`config.mk`:
```
export PLATFORM = sky130hd
export DESIGN_NAME = rtc16_counter_regs
export DESIGN_NICKNAME = d
export VERILOG_FILES = /design/src/include/rtc16_pkg.sv /design/src/hw/rtc16_counter_regs.sv
export VERILOG_INCLUDE_DIRS = /design/src /design/src/include
export SDC_FILE = /design/constraint.sdc
export NUM_CORES = 1
export LEC_CHECK = 0
export ABC_AREA = 1
export BUFFER_PORTS_ARGS = -buffer_cell sky130_fd_sc_hd__clkbuf_2
export CAP_MARGIN = 20
export CORE_UTILIZATION = 54
export DETAILED_ROUTE_END_ITERATION = 7
export GPL_TIMING_DRIVEN = 1
export PLACE_DENSITY = 0.79
export SYNTH_ARGS = -nofsm -noshare
export SYNTH_HDL_FRONTEND = slang
export SYNTH_SLANG_ARGS = --single-unit
```
`constraint.sdc`:
```
create_clock -name MCLK_IN -period 1.75 [get_ports MCLK_IN]
set_input_delay 0 -clock MCLK_IN [delete_from_list [all_inputs] [get_ports MCLK_IN]]
set_output_delay 0 -clock MCLK_IN [all_outputs]
set_load 0.05 [all_outputs]
```
`src/include/rtc16_defs.svh`:
```
// Register indices, field positions, reset values and timing counts of the real-time counter.
`ifndef RTC16_DEFS_SVH
`define RTC16_DEFS_SVH

// ==========================================
// Register indices (byte address is four times the index)
`define RTC16_IDX_CTRL 4'h0
`define RTC16_IDX_STATUS 4'h1
`define RTC16_IDX_LEVELS 4'h2
`define RTC16_IDX_FLAGS 4'h3
`define RTC16_IDX_TEMP 4'h4
`define RTC16_IDX_COUNT_LO 4'h8
`define RTC16_IDX_COUNT_HI 4'h9
`define RTC16_IDX_PERIOD_LO 4'hA
`define RTC16_IDX_PERIOD_HI 4'hB
`define RTC16_IDX_CMPL 4'hC
`define RTC16_IDX_CMPH 4'hD

// ==========================================
// Field positions
`define RTC16_DIV_MSB 2
`define RTC16_WRAP_LVL_MSB 1
`define RTC16_WRAP_LVL_LSB 0
`define RTC16_MATCH_LVL_MSB 3
`define RTC16_MATCH_LVL_LSB 2
`define RTC16_WRAP_BIT 0
`define RTC16_MATCH_BIT 1
`define RTC16_SYNC_BIT 0

// ==========================================
// Reset values and constants
`define RTC16_DIV_OFF 3'h0
`define RTC16_CNT_RST 16'h0000
`define RTC16_PER_RST 16'hFFFF
`define RTC16_CMP_RST 16'h0000
`define RTC16_BYTE_RST 8'h00
`define RTC16_LVL_OFF 2'h0
`define RTC16_PRE_ZERO 10'h000
`define RTC16_SKIP_PER0 2'h2
`define RTC16_SKIP_PER1 2'h1
`define RTC16_SKIP_NONE 2'h0
`define RTC16_PER_ONE 16'h0001
`define RTC16_CNT_ONE 16'h0001

`endif

```
`src/include/rtc16_pkg.sv`:
```
// Types shared by the real-time counter design.
package rtc16_pkg;

	// ==========================================
	// Crossing of a committed update toward the reference domain.
	typedef enum logic [1:0] {
		SYNC_IDLE,
		SYNC_WAIT1,
		SYNC_WAIT2
	} rtc16_sync_t;

	// ==========================================
	// Staged update waiting for the crossing to finish.
	typedef struct packed {
		logic load_div;
		logic load_cnt;
		logic load_per;
		logic load_cmp;
		logic [2:0] div;
		logic [15:0] cnt;
		logic [15:0] period_value;
		logic [15:0] cmp;
	} rtc16_stage_t;

	// ==========================================
	// Interrupt request levels toward the interrupt controller.
	typedef struct packed {
		logic [1:0] match_lvl;
		logic [1:0] wrap_lvl;
	} rtc16_irq_t;

endpackage

```
`src/hw/rtc16_counter_regs.sv`:
```
// 16-bit real-time counter with byte-wide Wishbone registers.
`timescale 1ns/10ps
// Functional notes
// - Divider code 000 stops; others divide 1..1024.
// - Sync pending bit set while update crosses.
// - Match irq level in bits 3:2 gates request.
// - Wrap irq level in bits 1:0 gates request.
// - Match flag set on step; vector/W1C clears.
// - Wrap flag set on step; vector/W1C clears.
// - Low write and low read use staging byte.
// - Counter increments on each prescaled edge.
// - Updates apply two reference edges after commit.
// - Count equal period sets wrap, clears count.
// - Count equal compare sets match flag.
// - Compare above period never matches.
// - Divider upper bits zero, divider resets off.
// - Events every third, second, or each occurrence.
`include "rtc16_defs.svh"

module rtc16_counter_regs
	import rtc16_pkg::*;
(
	// Clock and reset
	input wire logic MCLK_IN,
	input wire logic SYS_RST_IN,
	// Wishbone slave
	input wire logic WB_CYC_IN,
	input wire logic WB_STB_IN,
	input wire logic WB_WE_IN,
	input wire logic [5:0] WB_ADR_IN,
	input wire logic [3:0] WB_SEL_IN,
	input wire logic [31:0] WB_DAT_IN,
	output logic [31:0] WB_DAT_OUT,
	output logic WB_ACK_OUT,
	// Reference clock, sampled as a level
	input wire logic REF_CLK_IN,
	// Interrupt controller
	input wire logic MATCH_VEC_TAKEN_IN,
	input wire logic WRAP_VEC_TAKEN_IN,
	output logic [1:0] MATCH_IRQ_OUT,
	output logic [1:0] WRAP_IRQ_OUT,
	// Events
	output logic MATCH_EVT_OUT,
	output logic WRAP_EVT_OUT
);

	// ==========================================
	// Helpers
	function automatic logic [9:0] div_mask(input logic [2:0] sel);
		case (sel)
			3'h1: div_mask = 10'h000;
			3'h2: div_mask = 10'h001;
			3'h3: div_mask = 10'h007;
			3'h4: div_mask = 10'h00F;
			3'h5: div_mask = 10'h03F;
			3'h6: div_mask = 10'h0FF;
			3'h7: div_mask = 10'h3FF;
			default: div_mask = 10'h000;
		endcase
	endfunction

	function automatic logic [1:0] skip_load(input logic [15:0] period_value);
		if (period_value == `RTC16_CNT_RST) begin
			skip_load = `RTC16_SKIP_PER0;
		end else if (period_value == `RTC16_PER_ONE) begin
			skip_load = `RTC16_SKIP_PER1;
		end else begin
			skip_load = `RTC16_SKIP_NONE;
		end
	endfunction

	// ==========================================
	// State
	logic [2:0] div_q;
	logic [9:0] pre_q, pre_d;
	logic [15:0] cnt_q, cnt_d, per_q, cmp_q;
	logic [7:0] temp_q, temp_d;
	logic [3:0] lvl_q;
	logic wrap_flag_q, match_flag_q;
	logic ref_prev_q;
	logic ack_q;
	logic [31:0] dat_q;
	rtc16_sync_t sync_q, sync_d;
	rtc16_stage_t stage_q, stage_d;
	rtc16_irq_t irq_w;
	logic [1:0] wrap_skip_q, match_skip_q;
	logic wrap_evt_q, match_evt_q;

	// ==========================================
	// Bus decode
	wire logic [3:0] idx = WB_ADR_IN[5:2];
	wire logic req = WB_CYC_IN && WB_STB_IN && !ack_q;
	wire logic wr = req && WB_WE_IN && WB_SEL_IN[0];
	wire logic rd = req && !WB_WE_IN;
	wire logic [7:0] wdat = WB_DAT_IN[7:0];
	wire logic wr_ctrl = wr && (idx == `RTC16_IDX_CTRL);
	wire logic wr_lvl = wr && (idx == `RTC16_IDX_LEVELS);
	wire logic wr_flags = wr && (idx == `RTC16_IDX_FLAGS);
	wire logic wr_temp = wr && (idx == `RTC16_IDX_TEMP);
	wire logic wr_low = wr && ((idx == `RTC16_IDX_COUNT_LO) || (idx == `RTC16_IDX_PERIOD_LO)
		|| (idx == `RTC16_IDX_CMPL));
	wire logic wr_count_hi = wr && (idx == `RTC16_IDX_COUNT_HI);
	wire logic wr_period_hi = wr && (idx == `RTC16_IDX_PERIOD_HI);
	wire logic wr_cmph = wr && (idx == `RTC16_IDX_CMPH);
	wire logic commit = wr_count_hi || wr_period_hi || wr_cmph || wr_ctrl;
	wire logic rd_low = rd && ((idx == `RTC16_IDX_COUNT_LO) || (idx == `RTC16_IDX_PERIOD_LO)
		|| (idx == `RTC16_IDX_CMPL));
	wire logic pending = (sync_q != SYNC_IDLE);

	// Read selection; unmapped indices and reserved bits read as zero.
	logic [7:0] rd_mux;
	always_comb begin
		case (idx)
			`RTC16_IDX_CTRL: rd_mux = {5'h00, div_q};
			`RTC16_IDX_STATUS: rd_mux = {7'h00, pending};
			`RTC16_IDX_LEVELS: rd_mux = {4'h0, lvl_q};
			`RTC16_IDX_FLAGS: rd_mux = {6'h00, match_flag_q, wrap_flag_q};
			`RTC16_IDX_TEMP: rd_mux = temp_q;
			`RTC16_IDX_COUNT_LO: rd_mux = cnt_q[7:0];
			`RTC16_IDX_COUNT_HI: rd_mux = cnt_q[15:8];
			`RTC16_IDX_PERIOD_LO: rd_mux = per_q[7:0];
			`RTC16_IDX_PERIOD_HI: rd_mux = per_q[15:8];
			`RTC16_IDX_CMPL: rd_mux = cmp_q[7:0];
			`RTC16_IDX_CMPH: rd_mux = cmp_q[15:8];
			default: rd_mux = `RTC16_BYTE_RST;
		endcase
	end

	// Matching high byte captured on a low-byte read.
	logic [7:0] hi_mux;
	always_comb begin
		case (idx)
			`RTC16_IDX_COUNT_LO: hi_mux = cnt_q[15:8];
			`RTC16_IDX_PERIOD_LO: hi_mux = per_q[15:8];
			default: hi_mux = cmp_q[15:8];
		endcase
	end

	always_comb begin
		temp_d = temp_q;
		if (wr_temp || wr_low) begin
			temp_d = wdat;
		end else if (rd_low) begin
			temp_d = hi_mux;
		end
	end

	// ==========================================
	// Reference edge, prescaler and counter step
	wire logic ref_edge = REF_CLK_IN && !ref_prev_q;
	wire logic [9:0] mask = div_mask(div_q);
	wire logic tick = ref_edge && (div_q != `RTC16_DIV_OFF) && ((pre_q & mask) == mask);
	wire logic wrap_hit = tick && (cnt_q == per_q);
	wire logic match_hit = tick && (cnt_q == cmp_q) && (cmp_q <= per_q);
	wire logic apply = (sync_q == SYNC_WAIT2) && ref_edge;

	always_comb begin
		pre_d = pre_q;
		if (ref_edge && (div_q != `RTC16_DIV_OFF)) begin
			pre_d = tick ? `RTC16_PRE_ZERO : 10'(pre_q + 10'h001);
		end
	end

	always_comb begin
		cnt_d = cnt_q;
		if (apply && stage_q.load_cnt) begin
			cnt_d = stage_q.cnt;
		end else if (wrap_hit) begin
			cnt_d = `RTC16_CNT_RST;
		end else if (tick) begin
			cnt_d = 16'(cnt_q + `RTC16_CNT_ONE);
		end
	end

	// ==========================================
	// Crossing: a commit waits for two reference edges, then lands.
	always_comb begin
		sync_d = sync_q;
		stage_d = stage_q;
		if (apply) begin
			stage_d.load_div = 1'b0;
			stage_d.load_cnt = 1'b0;
			stage_d.load_per = 1'b0;
			stage_d.load_cmp = 1'b0;
		end
		case (sync_q)
			SYNC_IDLE: sync_d = SYNC_IDLE;
			SYNC_WAIT1: sync_d = ref_edge ? SYNC_WAIT2 : SYNC_WAIT1;
			SYNC_WAIT2: sync_d = ref_edge ? SYNC_IDLE : SYNC_WAIT2;
			default: sync_d = SYNC_IDLE;
		endcase
		// A late commit restarts the wait so the newest value also gets two edges.
		if (commit) begin
			sync_d = SYNC_WAIT1;
		end
		if (wr_ctrl) begin
			stage_d.load_div = 1'b1;
			stage_d.div = wdat[`RTC16_DIV_MSB:0];
		end
		if (wr_count_hi) begin
			stage_d.load_cnt = 1'b1;
			stage_d.cnt = {wdat, temp_q};
		end
		if (wr_period_hi) begin
			stage_d.load_per = 1'b1;
			stage_d.period_value = {wdat, temp_q};
		end
		if (wr_cmph) begin
			stage_d.load_cmp = 1'b1;
			stage_d.cmp = {wdat, temp_q};
		end
	end

	// ==========================================
	// Interrupt requests and events
	assign irq_w.match_lvl = match_flag_q ? lvl_q[`RTC16_MATCH_LVL_MSB:`RTC16_MATCH_LVL_LSB]
		: `RTC16_LVL_OFF;
	assign irq_w.wrap_lvl = wrap_flag_q ? lvl_q[`RTC16_WRAP_LVL_MSB:`RTC16_WRAP_LVL_LSB]
		: `RTC16_LVL_OFF;
	assign MATCH_IRQ_OUT = irq_w.match_lvl;
	assign WRAP_IRQ_OUT = irq_w.wrap_lvl;
	assign MATCH_EVT_OUT = match_evt_q;
	assign WRAP_EVT_OUT = wrap_evt_q;
	assign WB_ACK_OUT = ack_q;
	assign WB_DAT_OUT = dat_q;

	// Periods 0 and 1 lose events: after each emitted one, skip_load(per_q) passes over the next two or one hits.
	wire logic wrap_emit = wrap_hit && (wrap_skip_q == `RTC16_SKIP_NONE);
	wire logic match_emit = match_hit && (match_skip_q == `RTC16_SKIP_NONE);

	// ==========================================
	// Registers
	always_ff @(posedge MCLK_IN) begin
		if (SYS_RST_IN) begin
			div_q <= `RTC16_DIV_OFF;
			pre_q <= `RTC16_PRE_ZERO;
			cnt_q <= `RTC16_CNT_RST;
			per_q <= `RTC16_PER_RST;
			cmp_q <= `RTC16_CMP_RST;
			temp_q <= `RTC16_BYTE_RST;
			lvl_q <= 4'h0;
			ref_prev_q <= 1'b0;
			sync_q <= SYNC_IDLE;
			stage_q <= '0;
			ack_q <= 1'b0;
			dat_q <= 32'h00000000;
		end else begin
			div_q <= (apply && stage_q.load_div) ? stage_q.div : div_q;
			pre_q <= pre_d;
			cnt_q <= cnt_d;
			per_q <= (apply && stage_q.load_per) ? stage_q.period_value : per_q;
			cmp_q <= (apply && stage_q.load_cmp) ? stage_q.cmp : cmp_q;
			temp_q <= temp_d;
			lvl_q <= wr_lvl ? wdat[3:0] : lvl_q;
			ref_prev_q <= REF_CLK_IN;
			sync_q <= sync_d;
			stage_q <= stage_d;
			ack_q <= req;
			dat_q <= rd ? {24'h000000, rd_mux} : dat_q;
		end
	end

	// Hardware set wins over a clear in the same cycle.
	always_ff @(posedge MCLK_IN) begin
		if (SYS_RST_IN) begin
			wrap_flag_q <= 1'b0;
			match_flag_q <= 1'b0;
		end else begin
			wrap_flag_q <= wrap_hit || (wrap_flag_q && !WRAP_VEC_TAKEN_IN
				&& !(wr_flags && wdat[`RTC16_WRAP_BIT]));
			match_flag_q <= match_hit || (match_flag_q && !MATCH_VEC_TAKEN_IN
				&& !(wr_flags && wdat[`RTC16_MATCH_BIT]));
		end
	end

	always_ff @(posedge MCLK_IN) begin
		if (SYS_RST_IN) begin
			wrap_skip_q <= `RTC16_SKIP_NONE;
			match_skip_q <= `RTC16_SKIP_NONE;
			wrap_evt_q <= 1'b0;
			match_evt_q <= 1'b0;
		end else begin
			wrap_evt_q <= wrap_emit;
			match_evt_q <= match_emit;
			if (wrap_hit) begin
				wrap_skip_q <= wrap_emit ? skip_load(per_q) : 2'(wrap_skip_q - 2'h1);
			end
			if (match_hit) begin
				match_skip_q <= match_emit ? skip_load(per_q) : 2'(match_skip_q - 2'h1);
			end
		end
	end
endmodule

```
; After elaboration in Yosys (flattened, before gate mapping)
; Index checks and enable logic that the tools add are counted.
[totals]
in_bits = 50
wordCells = 139
output_inout_bits = 39
regBits = 148
[classes]
n_lt_le_gt_ge = 1
n_reduce_logical = 61
mux = 24
addsub = 4
n_eq_ne = 22
bitwise_logic = 1
[ops]
columns = operator, count
row1 = $pmux W8 S11, 1
row2 = $pmux W10 S6, 1
row3 = $mux W16, 3
row4 = $logic_and A1 B1 Y1, 33
row5 = $eq A16 B16 Y1, 2
row6 = $eq A4 B4 Y1 const B, 6
row7 = $add A16 B1 Y16 const B, 1
row8 = $eq A16 B1 Y1 const B, 1
row9 = $le A16 B16 Y1, 1
row10 = $logic_not A16 Y1, 1
row11 = $mux W8, 2
row12 = $pmux W8 S2, 1
row13 = $mux W2, 7
row14 = $eq A3 B3 Y1 const B, 4
row15 = $reduce_bool A2 Y1, 6
row16 = $add A10 B1 Y10 const B, 1
row17 = $and A10 B10 Y10, 1
row18 = $eq A10 B10 Y1, 1
row19 = $mux W10, 1
row20 = $eq A4 B2 Y1 const B, 2
row21 = $logic_or A1 B1 Y1, 8
row22 = $logic_not A1 Y1, 7
row23 = $eq A3 B2 Y1 const B, 2
row24 = $mux W1, 6
row25 = 11 further kinds, 14

; Depth between registers and ports, before layout
[logic_depth]
ltp_word = 9
mapped_depth = 16
depth_no_buf = 16

; Worst setup path before layout
; No wires, ideal clock.
[synth_timing]
kind = reg2reg
startpoint = register ack_q (netlist: WB_ACK_OUT)
endpoint = register lvl_q[3]
period_less_slack_ps = 1581
t_required_ps = 1631
n_path_buf = 0
setup_time_ps = 119
stages_incl_launch_ff = 8
slack_ps = 169
arrival_time_ps = 1462
cell_sequence = dfxtp_1 -> nand3b_1 -> nor2_4 -> inv_2 -> nor2_2 -> inv_2 -> o21ai_0 -> a21oi_1
[synth_via]
elab_chain_len = 5
[synth_lines]
columns = element, line_no
row1 = start: declaration, rtc16_counter_regs.sv:81  ; logic ack_q;
row2 = start signal: assignment, rtc16_counter_regs.sv:258  ; ack_q <= req;
row3 = $logic_not A1 Y1, rtc16_counter_regs.sv:92  ; wire logic req = WB_CYC_IN && WB_STB_IN && !ack_q;
row4 = $logic_and A1 B1 Y1, rtc16_counter_regs.sv:92
row5 = $logic_and A1 B1 Y1 (2 in series), rtc16_counter_regs.sv:93  ; wire logic wr = req && WB_WE_IN && WB_SEL_IN[0];
row6 = $logic_and A1 B1 Y1, rtc16_counter_regs.sv:97  ; wire logic wr_lvl = wr && (idx == `RTC16_IDX_LEVELS);
row7 = end signal: assignment, rtc16_counter_regs.sv:254  ; lvl_q <= wr_lvl ? wdat[3:0] : lvl_q;
row8 = end: declaration, rtc16_counter_regs.sv:78  ; logic [3:0] lvl_q;
; No other way between the ends.
; A chain may end at the register's enable or synchronous reset.

; Worst setup path in the final report
[layout_timing]
startpoint = register sync_q[0]
endpoint = register cmp_q[5]
[layout_via]
elab_chain_len = 3
[layout_lines]
columns = element, line_no
row1 = start: declaration, rtc16_counter_regs.sv:83  ; rtc16_sync_t sync_q, sync_d;
row2 = start signal: assignment, rtc16_counter_regs.sv:256  ; sync_q <= sync_d;
row3 = $eq A2 B2 Y1, rtc16_counter_regs.sv:155  ; wire logic apply = (sync_q == SYNC_WAIT2) && ref_edge;
row4 = $logic_and A1 B1 Y1, rtc16_counter_regs.sv:155
row5 = $logic_and A1 B1 Y1, rtc16_counter_regs.sv:252  ; cmp_q <= (apply && stage_q.load_cmp) ? stage_q.cmp : cmp_q;
row6 = end signal: assignment, rtc16_counter_regs.sv:239  ; cmp_q <= `RTC16_CMP_RST;
row7 = end signal: assignment, rtc16_counter_regs.sv:252
row8 = end: declaration, rtc16_counter_regs.sv:76  ; logic [15:0] cnt_q, cnt_d, per_q, cmp_q;
; No other way between the ends.

==> flow_summary.json <==
{
  "area.growth.synth_to_final_pct": 17.99,
  "final.setup.tns_ns": 0,
  "die_w_um": 124.1,
  "seq_area_frac_synth": 0.3683,
  "clk_latency_ns": 0.43,
  "worst_slack_ns": 0.09950,
  "gp_congestion": 0.9720,
  "initial_core_util": 0.5535,
  "mostFrequentLayoutCell": "nand2_1",
  "max_freq_ghz": 0.6059,
  "setup_viol": 0,
  "slew_headroom": 0.5634,
  "slowest_stage": "o21ai_0",
  "place_area_um2": 8546,
  "clock-root-buffer": "clkbuf_16",
  "dpl.hpwl_um": 16160,
  "track_usage": 0.3087,
  "path_buf_inv": 3,
  "cap_violations": 0,
  "cp-start-kind": "register",
  "slowest_delay_ns": 0.33,
  "outcome": "finished, final reports clean",
  "drv_slew": 0,
  "finalCriticalPeriod_ns": 1.651,
  "totalWireLength_um": 23180,
  "ys_warn_count": 0,
  "layout.nets": 1294,
  "postRouteAntennaNets": 0,
  "place_inst": 1373,
  "rsz0062_at_grt": "true",
  "port_buffers": 35,
  "die-height_um": 124.1,
  "critical-path-top-delay-family": "compound AO/OA/AOI/OAI gates",
  "clk_pin_slew_worst_paths_ns": 0.06,
  "dp_slack_ns": 0.08801,
  "viasPerCell": 5.525,
  "row_count": 44,
  "cp.depth": 8,
  "fin_hold_ws_ns": 0.02513,
  "ir_drop_mv": 0.7100,
  "drive_gt1_frac": 0.1875,
  "firstDrtPassIters": 6,
  "grt_pass1_vias": 7022,
  "critPathKind": "register to register",
  "h-tree-depth": 4,
  "cts_tree": "done",
  "critPathRequiredTime_ns": 2.05,
  "hold_viol": 0,
  "drc_errors": 0,
  "cts_buffers": 17,
  "grt-ovfl-total": 0,
  "holdCritPathClass": "primary input to register",
  "fin_cells": 1416,
  "endpoint_kind": "register",
  "synth_edf_count": 0,
  "core_um2": 14530,
  "mostFrequentLayoutCells": "218 x nand2_1, 133 x nor2_1, 130 x dfxtp_1, 111 x a21oi_1, 110 x inv_1",
  "via_count": 7824,
  "reg2reg_depth": 8,
  "crit_chain": "inv_1 > ha_1 > nand2_2 > inv_2 > nand2_1 > buf_12 > o21ai_0 > a21oi_1",
  "synth-seq-cells": 148,
  "arrival_ns": 1.95,
  "grt_max_degree": 89,
  "hold_depth": 3,
  "syn_area_um2": 8045,
  "cp_max_fo": 31,
  "grt_first_pass_wirelength_um": 35700,
  "fin_area_um2": 9493,
  "fin_worst_skew_ns": 0.009492,
  "fin_crit_sh": 0.9431,
  "syn_area_per_cell_um2": 6.984,
  "drt_iter0_markers": 823,
  "wl_per_cell_um": 16.37,
  "tightest_slew_ns": 0.6549,
  "antenna_found_initial": 0,
  "powerDensity_nw_per_um2": 829.2,
  "synth-main-ff-cell": "dfxtp_1",
  "synth_cell_types": 43,
  "die-area_um2": 15390,
  "cts.sinks": 148,
  "pin_count": 89,
  "leakage_nw": 4.299,
  "clockBufferDepth": 2,
  "antennaDiodeCount": 0,
  "syn_inst": 1152,
  "synth-async-reset-ratio": 0
}
cell usage after synthesis, drive strengths merged, types with 3 or more instances:
library cell    n  area, µm²
nand2         243      992.2
nor2          149      640.6
dfxtp         148       2963
inv           143      536.8
a21oi         116      603.1
o21ai          97      485.5
buf            54      387.9
nand3          39      200.2
xor2           32      280.3
o22ai          24      150.1
ha             23      287.8
nand4          23      143.9
clkbuf         20      76.32
o211ai          9      67.56
o221ai          8      70.07
nor3            5      25.02
nand3b          3      22.52
nor4            3      18.77
per-layer routing:
metal / track usage / part of all wire / vias to the layer above
li1: - / - / 3841
met1: 0.4059 / 0.42 / 3598
met2: 0.5000 / 0.47 / 332
met3: 0.05998 / 0.082 / 53
met4: 0.1124 / 0.026 / 0
met5: 0 / 0 / -
area by class of cell:
cell class	instances	area, µm²
fillers	1256	5041
repair buffers	101	785.8
flip-flops and latches	148	2988
well taps	184	230.2
clock buffers	18	439.2
inverters	144	551.8
clock inverters	12	205.2
multi-input cells	809	4293
logic make-up (layout without fill, tap and decap cells):
kind of cell / Yosys count / count (layout) / share of synthesized area
flops: 148 / 148 / 0.3683
fa+ha+maj: 23 / 23 / 0.03577
buf+inv: 218 / 275 / 0.1255
xor+xnor: 33 / 33 / 0.03593
simple gates: 470 / 470 / 0.2582
other cells: 1 / 24 / 0.0004661
compound gates: 259 / 259 / 0.1759
timing repair:
item,4_1_cts,5_1_grt
gates resized for setup,0,58
setup buffers,0,3
hold buffers,10,0
endpoints found under the setup margin,0,24
endpoints found under the hold margin,19,0
worst register-to-register path: stages, from the launching register on:
cell	delay, ns
dfxtp_1	0.31
inv_1	0.07
ha_1	0.20
nand2_2	0.11
inv_2	0.14
nand2_1	0.11
buf_12	0.17
o21ai_0	0.34
a21oi_1	0.07
path summary, 6_finish.rpt:
| check | slack, ns | to | from |
|---|---|---|---|
| worst min register to register | 0.46 | stage_q[52] | stage_q[52] |
| worst max-delay path | 0.1 | cmp_q[5] | sync_q[0] |
| worst min-delay path | 0.03 | lvl_q[1] | WB_DAT_IN[1] |
| worst max register to register | 0.1 | cmp_q[5] | sync_q[0] |
through the flow:
step,power [mW],util
after floorplan,3.812,-
after global placement,3.885,0.5880
after detailed placement,3.890,0.5880
after CTS,7.882,0.6392
after global routing,8.052,0.6532
final,7.872,0.6532
flip-flops by register name, summed over array words and instances, names as in the netlist, 2 cells and up:
signal	flops
match_skip_q	2
per_q	16
temp_q	8
cnt_q	16
sync_q	2
stage_q	55
WB_DAT_OUT	8
cmp_q	16
div_q	3
pre_q	10
lvl_q	4
wrap_skip_q	2
power by group:
group	leakage, nW	internal, mW	switching [mW]
clock network	0.308	2.56	1.47
registers	1.19	3.38	0.00812
logic	2.80	0.104	0.352
total	4.30	6.04	1.83
Power figures use the tool's default switching activity.
